--- src/include/lrp_ctrl_defs.vh ---
// Purpose: Shared constants for the leakage-resilient messaging control
// Assumes: Included by bare name from every design file
// Notes:   Definitions only, no logic
`ifndef LRP_CTRL_DEFS_VH
`define LRP_CTRL_DEFS_VH

// Counter width and fixed values
`define CTR_W         32
`define CTR_ZERO      32'h00000000
`define CTR_ONE       32'h00000001

// Padding layout
`define BLK_BYTES     16
`define PAD_BYTE      8'h80
`define ZERO_BYTE     8'h00
`define CAP_ECHO      6
`define CAP_LRP_BIT   1

// Register byte addresses
`define ADDR_W        5
`define ADDR_CTRL     5'h00
`define ADDR_LEN      5'h04
`define ADDR_STATUS   5'h08
`define ADDR_ENC      5'h0C
`define ADDR_BLK      5'h10

// Register field positions
`define CTRL_START    0
`define CTRL_DEC      1
`define LEN_NOPAD     16
`define ST_AUTHED     0
`define ST_BUSY       1
`define ST_WAIT2      2
`define ST_FIRST      3
`define LEN_RESET     17'h00000

// Reply codes
`define RC_OK         8'h00
`define RC_REJECT     8'h01
`define RC_INTEG      8'h02
`define RC_NOT_LRP    8'h03

// Cipher core operations
`define OP_MACV       2'h0
`define OP_MACG       2'h1
`define OP_ENC        2'h2
`define OP_DEC        2'h3
`define KEY_MAC       1'b0
`define KEY_ENC       1'b1

// Command kinds from the frame decoder
`define CMD_FIRST_P1  3'h0
`define CMD_FIRST_P2  3'h1
`define CMD_NONF_P1   3'h2
`define CMD_NONF_P2   3'h3
`define CMD_OTHER     3'h4
`define CMD_MAC_FAIL  3'h5

`endif

--- src/hdl/lrp_auth_and_enc_counter.v ---
// Purpose: Authentication sequencer and block counter for card messaging
// Assumes: Frame decoder, cipher core and random source share clk_in
// Notes:   Cipher core handles one request at a time and answers later
//
// Decided for this implementation: strobed register access and the placing of the registers.
`timescale 1ns/1ps
`include "lrp_ctrl_defs.vh"

// Operation
// - Keep a 32-bit block counter as cipher IV
// - Clear counter when either authentication starts
// - Advance counter once per 16-byte block
// - After first authentication messaging starts at one
// - After follow-on authentication messaging starts at zero
// - Keep counting while authenticated, no wrap handling
// - Present counter most significant byte first
// - Pad with 80h then zeros to 16
// - No padding inside authentication messages
// - Capability bit 1 selects this first authentication
// - Any other command aborts pending part two
// - Accept longer messages when capability length consistent
// - Part one rejected unless target key exists
// - Part one: challenge, clear counters, new identifier
// - Verify part-two MAC, then encrypt response
// - Echoed reader capabilities cut to six bytes
// - Append MAC over challenges and ciphertext
// - Follow-on needs active session or origin key
// - Follow-on keeps identifier and command counter
// - Success authenticates except origin key; failure clears
// - MAC failure: integrity code, abort, unauthenticate
// - Outside authentication truncate MAC to odd bytes 1,3,..,15
module lrp_auth_and_enc_counter (
  // Clock, reset, enable
  input  wire                clk_in,
  input  wire                arst_n_in,
  input  wire                ce_in,
  // Register port
  input  wire [`ADDR_W-1:0]  addr_in,
  input  wire [31:0]         wdata_in,
  input  wire                wr_in,
  input  wire                rd_in,
  output reg  [31:0]         rdata_out,
  // Decoded commands
  input  wire                cmd_valid_in,
  input  wire [2:0]          cmd_kind_in,
  input  wire                key_known_in,
  input  wire                key_origin_in,
  input  wire [7:0]          cap_first_in,
  input  wire                cap_len_ok_in,
  input  wire [3:0]          cap_len_in,
  input  wire [63:0]         reader_cap_in,
  // Reply to the frame builder
  output reg                 reply_valid_out,
  output reg  [7:0]          reply_code_out,
  output reg                 authed_out,
  output reg  [47:0]         cap_echo_out,
  // Cipher and MAC core
  output reg                 core_req_out,
  output reg  [1:0]          core_op_out,
  output reg                 core_key_sel_out,
  output reg  [`CTR_W-1:0]   core_iv_out,
  output reg                 core_pad_out,
  output reg                 core_trunc_out,
  output reg  [127:0]        pad_tpl_out,
  output reg  [15:0]         pad_mask_out,
  input  wire                core_done_in,
  input  wire                core_ok_in,
  input  wire [127:0]        mac_full_in,
  output reg  [63:0]         mac_trunc_out,
  // Session side effects
  output reg                 draw_chal_out,
  output reg                 draw_ident_out,
  output reg                 cmd_ctr_clr_out
);

  // One-hot states
  localparam [5:0] S_IDLE  = 6'b000001; // No pending work
  localparam [5:0] S_WAIT2 = 6'b000010; // Part one done
  localparam [5:0] S_VER   = 6'b000100; // Checking part-two MAC
  localparam [5:0] S_ENC   = 6'b001000; // Encrypting response
  localparam [5:0] S_MACG  = 6'b010000; // Building response MAC
  localparam [5:0] S_SM    = 6'b100000; // Messaging blocks

  reg  [5:0]        state_reg;   // Sequencer state
  reg  [`CTR_W-1:0] enc_ctr_reg; // Block counter
  reg               first_reg;   // Pending auth is the first kind
  reg               origin_reg;  // Pending auth targets origin key
  reg  [12:0]       blocks_reg;  // Blocks still to run
  reg               dec_reg;     // Messaging direction
  reg  [16:0]       len_reg;     // Length and no-pad flag
  reg  [7:0]        rc_reg;      // Last reply code
  wire [12:0]       pad_blocks;  // Blocks for len_reg
  wire [127:0]      pad_tpl;     // Last-block template
  wire [15:0]       pad_mask;    // Last-block pad bytes
  wire [63:0]       short_mac;   // Truncated core tag
  wire              cmd_p2;      // Command is a part two
  wire              p2_match;    // Part two of the pending kind

  // Trim or zero-extend the echoed capabilities
  function [47:0] cap_cut;
    input [63:0] cap;
    input [3:0]  len;
    integer      i;
    begin
      cap_cut = 48'h000000000000;
      for (i = 0; i < `CAP_ECHO; i = i + 1) begin
        if (i < len) begin
          cap_cut[47-8*i -: 8] = cap[63-8*i -: 8];
        end
      end
    end
  endfunction

  // Match a command kind
  function is_kind;
    input [2:0] kind;
    input [2:0] code;
    begin
      is_kind = (kind == code);
    end
  endfunction

  assign cmd_p2   = is_kind(cmd_kind_in, `CMD_FIRST_P2) ||
                    is_kind(cmd_kind_in, `CMD_NONF_P2);
  assign p2_match = is_kind(cmd_kind_in, `CMD_FIRST_P2) == first_reg;

  // Padding layout for the stored length
  pad_gen u_pad (
    .len_in     (len_reg[15:0]),
    .nopad_in   (len_reg[`LEN_NOPAD]),
    .blocks_out (pad_blocks),
    .tpl_out    (pad_tpl),
    .mask_out   (pad_mask)
  );

  // Short tag for messaging MACs
  mac_trunc u_trunc (
    .mac_in  (mac_full_in),
    .mac_out (short_mac)
  );

  // Counter as IV, byte 31:24 leaves first towards the key stream
  always @* begin
    core_iv_out = enc_ctr_reg;
  end

  // Main sequencer
  always @(posedge clk_in or negedge arst_n_in) begin
    if (!arst_n_in) begin
      state_reg        <= S_IDLE;
      enc_ctr_reg      <= `CTR_ZERO;
      first_reg        <= 1'b0;
      origin_reg       <= 1'b0;
      blocks_reg       <= 13'h0000;
      dec_reg          <= 1'b0;
      len_reg          <= `LEN_RESET;
      rc_reg           <= `RC_OK;
      authed_out       <= 1'b0;
      reply_valid_out  <= 1'b0;
      reply_code_out   <= `RC_OK;
      cap_echo_out     <= 48'h000000000000;
      core_req_out     <= 1'b0;
      core_op_out      <= `OP_MACV;
      core_key_sel_out <= `KEY_MAC;
      core_pad_out     <= 1'b0;
      core_trunc_out   <= 1'b0;
      pad_tpl_out      <= 128'h0;
      pad_mask_out     <= 16'h0000;
      mac_trunc_out    <= 64'h0;
      draw_chal_out    <= 1'b0;
      draw_ident_out   <= 1'b0;
      cmd_ctr_clr_out  <= 1'b0;
    end else if (ce_in) begin
      // Pulses last one cycle
      reply_valid_out <= 1'b0;
      core_req_out    <= 1'b0;
      draw_chal_out   <= 1'b0;
      draw_ident_out  <= 1'b0;
      cmd_ctr_clr_out <= 1'b0;
      // Short tags only matter outside authentication
      core_trunc_out  <= (state_reg == S_SM);
      if (core_done_in) begin
        mac_trunc_out <= short_mac;
      end
      // Length register write
      if (wr_in && addr_in == `ADDR_LEN) begin
        len_reg <= wdata_in[16:0];
      end
      if (cmd_valid_in && is_kind(cmd_kind_in, `CMD_MAC_FAIL)) begin
        // Integrity failure wins over everything in flight
        state_reg       <= S_IDLE;
        authed_out      <= 1'b0;
        rc_reg          <= `RC_INTEG;
        reply_code_out  <= `RC_INTEG;
        reply_valid_out <= 1'b1;
      end else begin
        case (state_reg)
          S_IDLE, S_WAIT2: begin
            if (cmd_valid_in) begin
              reply_valid_out <= 1'b1;
              case (cmd_kind_in)
                `CMD_FIRST_P1: begin
                  if (!cap_first_in[`CAP_LRP_BIT]) begin
                    // Standard flavour, handled elsewhere
                    state_reg      <= S_IDLE;
                    reply_code_out <= `RC_NOT_LRP;
                    rc_reg         <= `RC_NOT_LRP;
                  end else if (!key_known_in || !cap_len_ok_in) begin
                    state_reg      <= S_IDLE;
                    authed_out     <= 1'b0;
                    reply_code_out <= `RC_REJECT;
                    rc_reg         <= `RC_REJECT;
                  end else begin
                    enc_ctr_reg     <= `CTR_ZERO;
                    cmd_ctr_clr_out <= 1'b1;
                    draw_ident_out  <= 1'b1;
                    draw_chal_out   <= 1'b1;
                    first_reg       <= 1'b1;
                    origin_reg      <= key_origin_in;
                    state_reg       <= S_WAIT2;
                    reply_code_out  <= `RC_OK;
                    rc_reg          <= `RC_OK;
                  end
                end
                `CMD_NONF_P1: begin
                  if ((!authed_out && !key_origin_in) || !key_known_in) begin
                    state_reg      <= S_IDLE;
                    authed_out     <= 1'b0;
                    reply_code_out <= `RC_REJECT;
                    rc_reg         <= `RC_REJECT;
                  end else begin
                    // Identifier and command counter stay
                    enc_ctr_reg    <= `CTR_ZERO;
                    draw_chal_out  <= 1'b1;
                    first_reg      <= 1'b0;
                    origin_reg     <= key_origin_in;
                    state_reg      <= S_WAIT2;
                    reply_code_out <= `RC_OK;
                    rc_reg         <= `RC_OK;
                  end
                end
                `CMD_FIRST_P2, `CMD_NONF_P2: begin
                  if (state_reg == S_WAIT2 && p2_match && cap_len_ok_in) begin
                    // Reply comes when the whole exchange ends
                    reply_valid_out  <= 1'b0;
                    if (first_reg) begin
                      cap_echo_out <= cap_cut(reader_cap_in, cap_len_in);
                    end
                    state_reg        <= S_VER;
                    core_req_out     <= 1'b1;
                    core_op_out      <= `OP_MACV;
                    core_key_sel_out <= `KEY_MAC;
                    core_pad_out     <= 1'b0;
                  end else begin
                    state_reg      <= S_IDLE;
                    authed_out     <= 1'b0;
                    reply_code_out <= `RC_REJECT;
                    rc_reg         <= `RC_REJECT;
                  end
                end
                default: begin
                  // Unrelated command: silent, but kills a pending auth
                  reply_valid_out <= 1'b0;
                  if (state_reg == S_WAIT2) begin
                    state_reg  <= S_IDLE;
                    authed_out <= 1'b0;
                  end
                end
              endcase
            end else if (wr_in && addr_in == `ADDR_CTRL &&
                         wdata_in[`CTRL_START] && state_reg == S_IDLE) begin
              // Messaging run needs a live session
              if (!authed_out) begin
                rc_reg <= `RC_REJECT;
              end else if (pad_blocks != 13'h0000) begin
                dec_reg          <= wdata_in[`CTRL_DEC];
                blocks_reg       <= pad_blocks;
                pad_tpl_out      <= pad_tpl;
                pad_mask_out     <= pad_mask;
                state_reg        <= S_SM;
                core_req_out     <= 1'b1;
                core_op_out      <= wdata_in[`CTRL_DEC] ? `OP_DEC : `OP_ENC;
                core_key_sel_out <= `KEY_ENC;
                core_pad_out     <= (pad_blocks == 13'h0001) &&
                                    !len_reg[`LEN_NOPAD];
                rc_reg           <= `RC_OK;
              end
            end
          end
          S_VER: begin
            if (core_done_in) begin
              if (!core_ok_in) begin
                state_reg       <= S_IDLE;
                authed_out      <= 1'b0;
                reply_code_out  <= `RC_REJECT;
                rc_reg          <= `RC_REJECT;
                reply_valid_out <= 1'b1;
              end else if (first_reg) begin
                // Identifier plus both capability sets, unpadded
                state_reg        <= S_ENC;
                core_req_out     <= 1'b1;
                core_op_out      <= `OP_ENC;
                core_key_sel_out <= `KEY_ENC;
                core_pad_out     <= 1'b0;
              end else begin
                // Follow-on encrypts nothing, counter stays at zero
                state_reg        <= S_MACG;
                core_req_out     <= 1'b1;
                core_op_out      <= `OP_MACG;
                core_key_sel_out <= `KEY_MAC;
              end
            end
          end
          S_ENC: begin
            if (core_done_in) begin
              // Zero spent on the response, messaging starts at one
              enc_ctr_reg      <= enc_ctr_reg + `CTR_ONE;
              state_reg        <= S_MACG;
              core_req_out     <= 1'b1;
              core_op_out      <= `OP_MACG;
              core_key_sel_out <= `KEY_MAC;
            end
          end
          S_MACG: begin
            if (core_done_in) begin
              state_reg       <= S_IDLE;
              authed_out      <= !origin_reg;
              reply_code_out  <= `RC_OK;
              rc_reg          <= `RC_OK;
              reply_valid_out <= 1'b1;
            end
          end
          S_SM: begin
            if (core_done_in) begin
              // Plain increment: the command counter expires first
              enc_ctr_reg <= enc_ctr_reg + `CTR_ONE;
              if (!core_ok_in) begin
                // Bad padding on a decrypted command
                state_reg       <= S_IDLE;
                authed_out      <= 1'b0;
                reply_code_out  <= `RC_INTEG;
                rc_reg          <= `RC_INTEG;
                reply_valid_out <= 1'b1;
                blocks_reg      <= 13'h0000;
              end else if (blocks_reg == 13'h0001) begin
                state_reg  <= S_IDLE;
                blocks_reg <= 13'h0000;
              end else begin
                blocks_reg       <= blocks_reg - 13'h0001;
                core_req_out     <= 1'b1;
                core_op_out      <= dec_reg ? `OP_DEC : `OP_ENC;
                core_key_sel_out <= `KEY_ENC;
                core_pad_out     <= (blocks_reg == 13'h0002) &&
                                    !len_reg[`LEN_NOPAD];
              end
            end
          end
          default: begin
            state_reg <= S_IDLE;
          end
        endcase
      end
    end
  end

  // Register read, data valid only in the cycle after the strobe
  always @(posedge clk_in or negedge arst_n_in) begin
    if (!arst_n_in) begin
      rdata_out <= 32'h00000000;
    end else if (ce_in) begin
      rdata_out <= 32'h00000000;
      if (rd_in) begin
        case (addr_in)
          `ADDR_LEN: begin
            rdata_out <= {15'h0000, len_reg};
          end
          `ADDR_STATUS: begin
            rdata_out <= {16'h0000, rc_reg, 4'h0, first_reg,
                          (state_reg == S_WAIT2),
                          !(state_reg == S_IDLE || state_reg == S_WAIT2),
                          authed_out};
          end
          `ADDR_ENC: begin
            rdata_out <= enc_ctr_reg;
          end
          `ADDR_BLK: begin
            rdata_out <= {19'h00000, blocks_reg};
          end
          default: begin
            // Control and unmapped addresses read zero
            rdata_out <= 32'h00000000;
          end
        endcase
      end
    end
  end

endmodule

--- src/hdl/pad_gen.v ---
// Purpose: Block count and last-block padding template for a message
// Assumes: Combinational, byte 0 of a block sits in bits 127:120
// Notes:   Aligned data gets a whole extra padding block
`timescale 1ns/1ps
`include "lrp_ctrl_defs.vh"

module pad_gen (
  // Message shape
  input  wire [15:0]  len_in,
  input  wire         nopad_in,
  // Derived layout
  output wire [12:0]  blocks_out,
  output wire [127:0] tpl_out,
  output wire [15:0]  mask_out
);

  wire [3:0] rem; // Bytes in the partial block

  assign rem = len_in[3:0];
  // One extra block always when padded, partial only when not
  assign blocks_out = {1'b0, len_in[15:4]} +
                      {12'h000, (nopad_in ? |rem : 1'b1)};

  genvar k;
  generate
    for (k = 0; k < `BLK_BYTES; k = k + 1) begin : g_byte
      // 80h at the first free byte, zeros after it
      assign tpl_out[127-8*k -: 8] = (!nopad_in && k == rem) ?
                                     `PAD_BYTE : `ZERO_BYTE;
      assign mask_out[k] = !nopad_in && (k >= rem);
    end
  endgenerate

endmodule

--- src/hdl/mac_trunc.v ---
// Purpose: Cut a 16-byte MAC to 8 bytes for ordinary messaging
// Assumes: Byte 0 of the input is bits 127:120
// Notes:   Keeps bytes 1,3,..,15 in their original order
`timescale 1ns/1ps
`include "lrp_ctrl_defs.vh"

module mac_trunc (
  // Full tag
  input  wire [127:0] mac_in,
  // Short tag
  output wire [63:0]  mac_out
);

  genvar j;
  generate
    for (j = 0; j < 8; j = j + 1) begin : g_keep
      // Every second byte, most significant first
      assign mac_out[63-8*j -: 8] = mac_in[119-16*j -: 8];
    end
  endgenerate

endmodule

--- config.mk ---
export PLATFORM = sky130hd
export DESIGN_NAME = lrp_auth_and_enc_counter
export DESIGN_NICKNAME = d
export VERILOG_FILES = /design/src/hdl/lrp_auth_and_enc_counter.v /design/src/hdl/pad_gen.v /design/src/hdl/mac_trunc.v
export VERILOG_INCLUDE_DIRS = /design/src /design/src/include
export SDC_FILE = /design/constraint.sdc
export NUM_CORES = 1
export LEC_CHECK = 0
export BUFFER_PORTS_ARGS = -buffer_cell sky130_fd_sc_hd__buf_2
export CAP_MARGIN = 10
export CORE_AREA = 2 2 230 232
export CTS_BUF_LIST = sky130_fd_sc_hd__clkbuf_4 sky130_fd_sc_hd__clkbuf_8
export DETAILED_ROUTE_END_ITERATION = 12
export DIE_AREA = 0 0 232 234
export HOLD_SLACK_MARGIN = 0.08
export PLACE_DENSITY = 0.6
export SYNTH_ARGS = -nofsm -noshare
export SYNTH_HDL_FRONTEND = slang
export SYNTH_SLANG_ARGS = --single-unit
--- constraint.sdc ---
create_clock -name clk_in -period 3.5 [get_ports clk_in]
set_clock_uncertainty 0.2 [all_clocks]
set_input_delay 0.7 -clock clk_in [delete_from_list [all_inputs] [get_ports clk_in]]
set_output_delay 0.7 -clock clk_in [all_outputs]
set_load 0.005 [all_outputs]
* Word level (Yosys, flattened, before mapping)
Index checks and enable logic that the tools add are counted.
Operators by class: reductions and logical operators 81, equality and inequality tests 81, bitwise operators 2, multiplexer cells 172, $lt $le $gt $ge 21, add/sub/neg operators 3
Operator list (count):
- 8-bit two-way mux | 35
- 32-bit two-way mux | 6
- 32-bit one-hot mux with 2 select lines | 2
- 32-bit one-hot mux with 4 select lines | 1
- 13-bit two-way mux | 7
- 1-bit two-way mux | 72
- 6-bit two-way mux | 12
- 8-bit one-hot mux with 4 select lines | 2
- 1-bit logical AND | 41
- 3-bit != test, second input constant | 12
- 2-bit two-way mux | 17
- 32-bit by 1-bit adder with 32-bit output, second input constant | 1
- 4-bit equality test, first input constant | 8
- 2-bit != test, second input constant | 15
- 6-bit one-hot mux with 5 select lines | 1
- 4-bit greater-or-equal comparator, first input constant | 7
- 4-bit != test, second input constant | 7
- 14-bit AND reduction | 2
- 13-bit by 1-bit equality test with 1-bit output, second input constant | 2
- 13-bit one-hot mux with 2 select lines | 1
- 8-bit one-hot mux with 3 select lines | 1
- 11-bit AND reduction | 2
- 10-bit AND reduction | 2
- 6-bit one-hot mux with 3 select lines | 1
- 56 further kinds | 103
Storage, ports and cells: register bits 385, logic and storage cells 383, bits of input ports 255

* Longest topological paths before layout
Gate-level depths: netlist (run 1).
depth in word-level cells 10, mapped depth 14, mapped depth without buffers 10

* Hierarchy
From an unflattened synthesis (run 1), not the netlist that was laid out.
Unflattened totals: cells, all modules 1561, area, all modules 17724.5 µm²
By module, submodules not included:
- lrp_auth_and_enc_counter | instances 1, area an instance 15937.8 µm², seq. area each 9310.2 µm², cells each 1301
- pad_gen | instances 1, area an instance 1306.3 µm², seq. area each 0.0 µm², cells each 196
- mac_trunc | instances 1, area an instance 480.5 µm², seq. area each 0.0 µm², cells each 64

* Worst setup path after synthesis (run 1)
No wires, ideal clock.
path kind flip-flop to flip-flop, start register len_reg[1], end register pad_mask_out[0], arrival time 3.453 ns, slack -0.279 ns, stages on the path, launching flop included 14, buffers on the path 3, path through dfrtp_1 or3_1 or3b_2 ha_1 ha_1 nand3_1 nor2_1 o311ai_0 and4_1 clkbuf_1 or2_1 buf_6 buf_6 mux2_4
On the way: word-level cells in the longest chain between the ends 5
Ends and longest elaborated chain:
- from (decl) | RTL line lrp_auth_and_enc_counter.v:90 | reg [16:0] len_reg;
- from (signal assigned) | RTL line lrp_auth_and_enc_counter.v:156 | len_reg <= `LEN_RESET;
- from (signal assigned) | RTL line lrp_auth_and_enc_counter.v:187 | len_reg <= wdata_in[16:0];
- 4-bit OR reduction | RTL line pad_gen.v:22 | {12'h000, (nopad_in ? |rem : 1'b1)};
- 1-bit two-way mux | RTL line pad_gen.v:22
- 12-bit by 1-bit adder with 13-bit output | RTL line pad_gen.v:21 | assign blocks_out = {1'b0, len_in[15:4]} +
- 13-bit nonzero test | RTL line lrp_auth_and_enc_counter.v:275 | end else if (pad_blocks != 13'h0000) begin
- 7-bit AND reduction (no line)
- to (signal assigned) | RTL line lrp_auth_and_enc_counter.v:279 | pad_mask_out <= pad_mask;
- to (decl) | RTL line lrp_auth_and_enc_counter.v:65 | output reg [15:0] pad_mask_out,
Several ways; a longest one is shown, not always the timed one. A chain may end at the register's enable or synchronous reset.

* Worst setup path after layout (run 1)
start register len_reg[1], end register rc_reg[0]
On the way: word-level cells in the longest chain between the ends 6
Ends and longest elaborated chain:
- 4-bit OR reduction | RTL line pad_gen.v:22
- 1-bit two-way mux | RTL line pad_gen.v:22
- 12-bit by 1-bit adder with 13-bit output | RTL line pad_gen.v:21
- 13-bit nonzero test | RTL line lrp_auth_and_enc_counter.v:275
- 5-bit != test (no line)
- 11-bit AND reduction (no line)
- to (signal assigned) | RTL line lrp_auth_and_enc_counter.v:274 | rc_reg <= `RC_REJECT;
- to (signal assigned) | RTL line lrp_auth_and_enc_counter.v:286 | rc_reg <= `RC_OK;
- to (signal assigned) | RTL line lrp_auth_and_enc_counter.v:296 | rc_reg <= `RC_REJECT;
- to (decl) | RTL line lrp_auth_and_enc_counter.v:91 | reg [7:0] rc_reg;
Every way passes these cells.

==> metrics.log, run 1 <==
[metrics] LEAKAGE: 9.08 nW
[metrics] portion of the clock cycle consumed by the worst path in the final layout: 96.4%
[metrics] core region area: 52,000 sq um
[metrics] share of final-layout standard cells stronger than drive strength 1: 36.9%
[metrics] category of the critical setup timing path: flip-flop to flip-flop
[metrics] number of nets in the final layout: 2,066
[metrics] antenna-violating nets left: 0
[metrics] result of the run: finished, final reports clean
[metrics] die width: 232 microns
[metrics] depth of the critical timing path with buffers and inverters included: 11
[metrics] critical path endpoint category: flip-flop
[metrics] average routed wire per standard cell: 17.6 microns
[metrics] sum of buffers and inverters on the critical path: 1
[metrics] maximum fanout along the worst path: 7
[metrics] combinational share of power: 23.6%
[metrics] Num Clock Sinks: 259
[metrics] Largest register FFs: 64
[metrics] Clk Latency, worst-skew pair: 0.61 ns
[metrics] Hold Path Class: input pin to flip-flop
[metrics] Worst Reg-to-Reg Cells: 11
[metrics] clock root buffer: clkbuf_8
[metrics] required time of the critical path: 3.78 ns
[metrics] category of cells accounting for the largest share of critical-path delay: simple AND/OR/NAND/NOR gates
[metrics] global-route met1 utilization: 19.9%
[metrics] Filler Cells Inserted: 5,237
[metrics] H-tree lvl count: 2
[metrics] largest register by flop count: mac_trunc_out
[metrics] part of the power in registers: 39.1%
[metrics] initial antenna violation count: 8
[metrics] layer with the highest usage after global routing: met2
[metrics] number of buffers inserted to repair setup after CTS: 0
[metrics] Detail Placement HPWL: 31.8 mm
[metrics] drt first pass iters: 8
[metrics] post-layout minimum cycle time: 3.37 ns
[metrics] number of buffers inserted during clock tree synthesis: 49
[metrics] height of the die: 234 microns
[metrics] Setup Viol. Count Final: 0
[metrics] ys flop type: dfrtp_1
[metrics] non-filler instance count after layout: 2,528
[metrics] Placement Setup Slack: -0.0370 ns
[metrics] Core Rows: 84
[metrics] post-CTS clock slew at the launch and capture registers of the worst setup and hold paths: 0.06 ns
[metrics] placed cell count: 2,343
[metrics] vias: 11,900
[metrics] I/O pins: 594
[metrics] total count of hold-check failures in the final report: 0
[metrics] Hold Worst Slack: 0.145 ns
[metrics] setup repair after global routing missed its margin: no
[metrics] FF+latch count, synth: 259
[metrics] full die area: 54,300 sq um
[metrics] Largest regs: mac_trunc_out (64), cap_echo_out (48)
[metrics] mapped cell area: 13,600 sq um
[metrics] highest-delay cell along the critical path: or3_4
[metrics] number of buffers between clock root and the deepest sink: 3
[metrics] total power divided by cell area: 505 nW/um^2
[metrics] global placement routability congestion: 0.903
[metrics] proportion of total power due to net switching: 31.5%
[metrics] switching power summed over all nets: 2.89 mW
[metrics] nature of the critical path startpoint: flip-flop
[metrics] least setup slack across all paths after layout: 0.127 ns
[metrics] number of violations of the max-capacitance limit: 0
[metrics] Worst-Margin Slew: 0.830 ns
[metrics] first-pass GRT wire length: 67.5 mm
[metrics] number of buffer cells added on primary ports: 373
[metrics] remaining global-route overflow: 0
[metrics] clock tree from TritonCTS: yes
[metrics] number of global-route vias before repair: 11,700
[metrics] cell count of the worst hold path: 3
[metrics] overall routing resource usage: 15.8%
[metrics] final setup TNS: 0 ns
[metrics] starting utilization of the core area: 26.1%
[metrics] M2 GR Usage: 26.7%
[metrics] count of cell types in the netlist: 81
[metrics] FFs w/ async S/R, synth: 100%
[metrics] drc violations: 0
[metrics] Post-Route Utilization: 34.9%
[metrics] Post-synth EDFFs: 0
[metrics] relative slew slack: 44.6%
[metrics] via/cell ratio: 4.72
[metrics] Int Pwr: 6.29 mW
[metrics] Fmax: 0.297 GHz
[metrics] worst endpoint data arrival time: 3.66 ns
[metrics] relative contribution of the clock network to total power: 37.4%
[metrics] peak ir drop on the vdd network: 0.307 mV
[metrics] largest net degree at the start of global routing: 97
[metrics] global-route met3 utilization: 4.07%
[metrics] maximum cell stage delay along the critical path: 0.39 ns
[metrics] synthesized area per cell: 10.4 sq um
[metrics] portion of the post-synthesis area used by sequential elements: 47.7%
[metrics] Area growth syn-to-layout: 33.8%
[metrics] Total Wirelength: 44.6 mm
[metrics] Syn Inst Count: 1,310
[metrics] number of antenna cells inserted: 0
[metrics] final slew viol count: 0
[metrics] cells along the critical path: or3_4 > or3b_4 > ha_2 > ha_2 > nand3_1 > nor2_1 > a32o_1 > and4_4 > buf_4 > a31oi_2 > mux2_2
[metrics] count of warnings emitted by yosys: 0
[metrics] Detailed Route Iter0 Violations: 789
[metrics] cell repeated most along the worst path: ha_2
-- power groups by stage --
stage               sequential, mW  combinational [mW]  clock [mW]
floorplan                     3.50                1.39           0
global placement              3.61                2.03           0
detailed placement            3.62                2.06           0
CTS                           3.58                2.15        3.56
global route                  3.63                2.37        3.70
finish                        3.58                2.16        3.43
-- Yosys cell counts, types with 20 or more instances --
master    number  share of area [%]
a21oi_1       32                1.2
a22o_1        20                1.3
buf_4        123                6.8
clkbuf_1      58                1.6
dfrtp_1      258                 48
mux2_2        95                7.9
mux2_4        28                3.1
nand2_1      160                4.4
nand3_1       23               0.85
nand4_1       26                1.2
nor2_1        52                1.4
nor3_1        28                1.0
o21ai_0       88                3.2
-- cells in the final DEF, fill, tap and decap left out, types with 20 or more instances in the layout --
master / synthesis / final
mux2_4: 28 / 28
a21oi_1: 32 / 32
clkbuf_8: 0 / 63
nor2_1: 52 / 52
dfrtp_1: 258 / 258
buf_4: 123 / 55
dlygate4sd3_1: 0 / 96
nand4_1: 26 / 26
conb_1: 1 / 118
mux2_2: 95 / 95
buf_2: 11 / 372
nor3_1: 28 / 28
o21ai_0: 88 / 88
a22o_1: 20 / 20
nand2_1: 160 / 159
nand3_1: 23 / 23
-- layer usage --
metal,routed length (microns),part of all wire (%)
met2,21800,49
met1,18500,41
met4,1100,2.5
met5,22,0.049
met3,3150,7.1
-- through the flow --
stage	power, mW	area [sq um]
3_5_place_dp	5.68	16000
6_report	9.18	18200
5_1_grt	9.70	18200
2_1_floorplan	4.88	14100
3_3_place_gp	5.65	16000
4_1_cts	9.29	18100
-- cells by family after synthesis --
family          count (synthesis)  synth area share (%)
buf+inv                       222                  10.0
other cells                     1                0.0276
mux                           128                  11.3
compound gates                261                  13.1
simple gates                  398                  14.9
xor+xnor                       34                  2.19
fa+ha+maj                       7                 0.645
flops                         259                  47.7
-- final cells by class --
| type | instances | area [sq um] | area share [%] |
|---|---|---|---|
| clock buffer | 76 | 965 | 5.31 |
| clock inverter | 11 | 165 | 0.909 |
| inverter | 18 | 67.6 | 0.372 |
| multi-input combinational | 946 | 6240 | 34.4 |
| sequential | 259 | 6480 | 35.7 |
| tap | 688 | 861 | 4.74 |
| timing repair buffer | 530 | 3380 | 18.6 |
-- tightest hold or removal path, stage by stage --
cell     delay (ns)
buf_2          0.09
nand2_1        0.04
o21ai_0        0.07
-- what timing repair did --
action                                  in CTS  in global routing
gates cloned                                 1                  1
pin swaps                                    1                  2
endpoints found under the setup margin      28                 45
hold endpoints to repair                   159                  0
hold buffers                                96                  0
gates resized for setup                      3                  9
-- final timing paths --
check	start	slack, ns	endpoint
min reg2reg	rdata_out[3]	0.27	rdata_out[3]
min	reader_cap_in[45]	0.14	cap_echo_out[29]
max in group asynchronous	arst_n_in	1.83	cap_echo_out[32]
min in group asynchronous	arst_n_in	0.48	pad_tpl_out[71]
max	len_reg[1]	0.13	rc_reg[0]
max reg2reg	len_reg[1]	0.13	rc_reg[0]
Note: power is estimated with default switching activity, not from simulation.
==> run 2: changes to the inputs <==
--- a/config.mk
+++ b/config.mk
@@ -6,14 +6,17 @@
 export SDC_FILE = /design/constraint.sdc
 export NUM_CORES = 1
 export LEC_CHECK = 0
+export ABC_AREA = 1
 export BUFFER_PORTS_ARGS = -buffer_cell sky130_fd_sc_hd__buf_2
 export CAP_MARGIN = 10
-export CORE_AREA = 2 2 230 232
+export CELL_PAD_IN_SITES_DETAIL_PLACEMENT = 1
+export CELL_PAD_IN_SITES_GLOBAL_PLACEMENT = 2
+export CORE_MARGIN = 2
+export CORE_UTILIZATION = 25
 export CTS_BUF_LIST = sky130_fd_sc_hd__clkbuf_4 sky130_fd_sc_hd__clkbuf_8
 export DETAILED_ROUTE_END_ITERATION = 12
-export DIE_AREA = 0 0 232 234
 export HOLD_SLACK_MARGIN = 0.08
-export PLACE_DENSITY = 0.6
+export PLACE_DENSITY = 0.88
 export SYNTH_ARGS = -nofsm -noshare
 export SYNTH_HDL_FRONTEND = slang
 export SYNTH_SLANG_ARGS = --single-unit
==> run 2 against run 1 <==
Compared with the run above: sequential power is 1% higher; power is 0.85% lower; non-clock buffer count is 52 lower; clock power is 5% lower; sequential share of layout area is 1.1 points higher; routed wire length is 14% higher; clock-buffer cell count is 1 higher.
==> metrics.log, run 2 <==
[metrics] result of the run: finished, final reports clean
[metrics] worst endpoint data arrival time: 3.44 ns (-0.22 ns)
[metrics] antenna-violating nets left: 0 (unchanged)
[metrics] portion of the post-synthesis area used by sequential elements: 48.1% (+0.41 points)
[metrics] most common library cell in the layout ignoring fill and taps: buf_2
[metrics] number of violations of the max-capacitance limit: 0 (unchanged)
[metrics] Total Wirelength: 51.0 mm (+14%)
[metrics] FFs w/ async S/R, synth: 100% (unchanged)
[metrics] drc violations: 0 (unchanged)
[metrics] number of global-route vias before repair: 13,300 (+14%)
[metrics] synthesized area per cell: 8.84 sq um (-15%)
[metrics] starting utilization of the core area: 25.2% (-0.93 points)
[metrics] relative slew slack: 48.3% (+3.7 points)
[metrics] FF+latch count, synth: 259 (unchanged)
[metrics] Filler Cells Inserted: 6,509 (+24%)
[metrics] footprint of the multi-input gates: 5770 sq um (-7.6%)
[metrics] remaining global-route overflow: 0 (unchanged)
[metrics] global placement routability congestion: 0.879 (-2.6%)
[metrics] clock tree from TritonCTS: yes
[metrics] Detailed Route Iter0 Violations: 605 (-23%)
[metrics] Worst Reg-to-Reg Cells: 17 (+6)
[metrics] Clk Latency, worst-skew pair: 0.61 ns (about the same)
[metrics] via/cell ratio: 4.55 (-3.6%)
[metrics] proportion of total power due to net switching: 34.0% (+2.5 points)
[metrics] final setup TNS: 0 ns (unchanged)
[metrics] count of warnings emitted by yosys: 0 (unchanged)
[metrics] list of most frequent post-synthesis cells: 354 x nand2_1, 258 x dfrtp_1, 124 x buf_4, 119 x inv_1, 115 x o21ai_0
[metrics] portion of the clock cycle consumed by the worst path in the final layout: 88.9% (-7.5 points)
[metrics] sequential cell area: 6480 sq um (unchanged)
[metrics] Syn Inst Count: 1,523 (+16%)
[metrics] required time of the critical path: 3.83 ns (+0.05 ns)
[metrics] full die area: 55,700 sq um (+2.7%)
[metrics] LEAKAGE: 8.98 nW (-1.1%)
[metrics] cell repeated most along the worst path: nand2_1
[metrics] Area growth syn-to-layout: 30.8%
[metrics] largest net degree at the start of global routing: 97 (unchanged)
[metrics] combinational share of power: 24.1% (+0.5 points)
[metrics] Fmax: 0.322 GHz (+8.4%)
[metrics] total count of hold-check failures in the final report: 0 (unchanged)
[metrics] category of the critical setup timing path: flip-flop to flip-flop
[metrics] number of buffers inserted during clock tree synthesis: 50 (+2.0%)
[metrics] number of nets in the final layout: 2,262 (+9.5%)
[metrics] post-layout minimum cycle time: 3.11 ns (-0.262 ns)
[metrics] maximum fanout along the worst path: 12 (+5)
[metrics] nature of the critical path startpoint: flip-flop
[metrics] mapped cell area: 13,500 sq um (-0.85%)
[metrics] Worst-Margin Slew: 0.770 ns (-0.0603 ns)
[metrics] Post-synth EDFFs: 0 (unchanged)
[metrics] Num Clock Sinks: 259 (unchanged)
[metrics] Hold Crit Start: wdata_in[13]
[metrics] Detail Placement HPWL: 37.8 mm (+19%)
[metrics] leading cell types in the layout, fill and taps excluded: 372 x buf_2, 353 x nand2_1, 258 x dfrtp_1
[metrics] hold path endpoint: len_reg[13]
[metrics] average routed wire per standard cell: 18.7 microns (+5.9%)
[metrics] Hold Worst Slack: 0.133 ns (-0.0111 ns)
[metrics] drt first pass iters: 5 (-3)
[metrics] largest register by flop count: mac_trunc_out
[metrics] first-pass GRT wire length: 77.9 mm (+15%)
[metrics] launching point of the worst reg2reg path: len_reg[3]
[metrics] cell taking the most area after synthesis: dfrtp_1
[metrics] cells along the critical path: nor2_1 > nand3_1 > ha_1 > ha_1 > nand2_1 > nor2_2 > nand2_1 > nand2_1 > nor2_1 > nand2_1 > nor2_1 > nand2_2 > inv_1 > nand2_1 > nand2_1 > nand2_1 > o21ai_0
[metrics] worst reg2reg path endpoint: state_reg[1]
[metrics] switching power summed over all nets: 3.09 mW (+7.1%)
[metrics] number of buffers between clock root and the deepest sink: 3 (unchanged)
[metrics] number of buffer cells added on primary ports: 373 (unchanged)
[metrics] post-cts sizing count: 0 (-3)
[metrics] peak ir drop on the vdd network: 0.280 mV (-8.8%)
[metrics] dominant cells by area after synthesis: dfrtp_1 48%, nand2_1 9.9%, buf_4 6.9%
[metrics] portion of synthesized cell area occupied by the leading cell type: 48.0% (+0.41 points)
[metrics] critical path endpoint category: flip-flop
[metrics] Int Pwr: 6.01 mW (-4.5%)
[metrics] count of cell types in the netlist: 48 (-41%)
[metrics] I/O pins: 594 (unchanged)
[metrics] clock root buffer: clkbuf_8
[metrics] number of buffers inserted to repair setup after CTS: 0 (unchanged)
[metrics] overall routing resource usage: 17.9% (+2.1 points)
[metrics] total power divided by cell area: 517 nW/um^2 (+2.2%)
[metrics] H-tree lvl count: 2 (unchanged)
[metrics] post-CTS clock slew at the launch and capture registers of the worst setup and hold paths: 0.06 ns (about the same)
[metrics] ys flop type: dfrtp_1
[metrics] maximum cell stage delay along the critical path: 0.38 ns (about the same)
[metrics] highest-delay cell along the critical path: dfrtp_1
[metrics] sum of buffers and inverters on the critical path: 1 (unchanged)
[metrics] final slew viol count: 0 (unchanged)
[metrics] category of cells accounting for the largest share of critical-path delay: simple AND/OR/NAND/NOR gates
[metrics] Setup Viol. Count Final: 0 (unchanged)
[metrics] cell count of the worst hold path: 2 (-1)
[metrics] share of final-layout standard cells stronger than drive strength 1: 30.5% (-6.4 points)
[metrics] Largest regs: mac_trunc_out (64), cap_echo_out (48)
[metrics] Hold Path Class: input pin to flip-flop
[metrics] slack of the worst reg-to-reg path: 0.39 ns (+0.26 ns)
[metrics] initial antenna violation count: 3 (-5)
[metrics] relative contribution of the clock network to total power: 36.0% (-1.4 points)
[metrics] part of the power in registers: 39.9% (+0.8 points)
[metrics] core region area: 53,500 sq um (+2.8%)
[metrics] leading cell type by number of instances after synthesis: nand2_1
[metrics] height of the die: 236 microns (+0.88%)
[metrics] Largest register FFs: 64 (unchanged)
[metrics] setup repair after global routing missed its margin: no
[metrics] die width: 236 microns (+1.8%)
[metrics] vias: 12,400 (+4.2%)
[metrics] Core Rows: 85 (+1.2%)
-- run 2: cell count changes after synthesis, moves of 27 or more --
cell      before  now
inv_1         17  119
mux2_4        28    0
nand2_1      160  354
nand3_1       23   60
o21ai_0       88  115
clkbuf_1      58   29
nor2_1        52  104
-- run 2: kinds of logic after synthesis --
group,Yosys count,share of synthesized area [%]
and+or+nand+nor,607,19.4
buffers and inverters,297,12.3
DFF,259,48.1
AOI/OAI and AO/OA,247,11.1
muxes,81,6.77
xor gates and xnor gates,24,1.56
adders and majority gates,7,0.650
other,1,0.0279
-- run 2: what timing repair did --
action	CTS	global route
endpoints found under the hold margin	128	0
hold buffers	71	0
endpoints found under the setup margin	0	0
-- run 2: area by class of cell --
cell class / instances / area share (%)
inverters: 127 / 2.71
clock inverters: 11 / 0.504
diodes: 1 / 0.0142
well taps: 696 / 4.94
flip-flops and latches: 259 / 36.8
repair buffers: 478 / 16.6
clock buffers: 77 / 5.66
multi-input cells: 1084 / 32.7
-- run 2: worst max path at each step --
stage                              start         endpoint  slack, ns  depth (start not counted)
after CTS                     len_reg[3]     state_reg[4]       0.33                         16
after global routing          len_reg[3]     state_reg[0]       0.10                         17
final                         len_reg[3]     state_reg[1]       0.39                         17
after global placement    cmd_kind_in[2]  core_iv_out[24]       0.41                         13
after detailed placement      len_reg[3]     state_reg[1]       0.36                         17
after floorplan               len_reg[0]    blocks_reg[8]       0.69                         18
-- run 2: stage by stage --
step	cells	util (%)	setup slack, ns	instance area (sq um)	total power [mW]
3_3_place_gp	2573	29.6	0.411	15800	5.71
2_1_floorplan	1640	-	0.691	13900	4.94
5_1_grt	2733	32.9	0.101	17600	9.64
3_5_place_dp	2573	29.6	0.359	15800	5.78
4_1_cts	2732	32.9	0.333	17600	9.21
6_report	2733	32.9	0.390	17600	9.10
-- run 2: routing by layer --
metal  wire (microns)  GRT usage, %  share of wire (%)  vias to the layer above
li1                 -             -                  -                     5790
met1            22200          22.9                 43                     6176
met2            24600          30.2                 48                      379
met3             2740          3.79                5.4                       81
met4             1450          5.85                2.8                        0
met5                0             0                  0                        -
-- run 2: power groups by stage --
stage / combinational, mW / clock, mW / sequential (mW)
2_1_floorplan: 1.36 / 0 / 3.58
3_3_place_gp: 2.06 / 0 / 3.65
3_5_place_dp: 2.12 / 0 / 3.67
4_1_cts: 2.19 / 3.40 / 3.62
5_1_grt: 2.43 / 3.54 / 3.67
6_report: 2.19 / 3.27 / 3.63
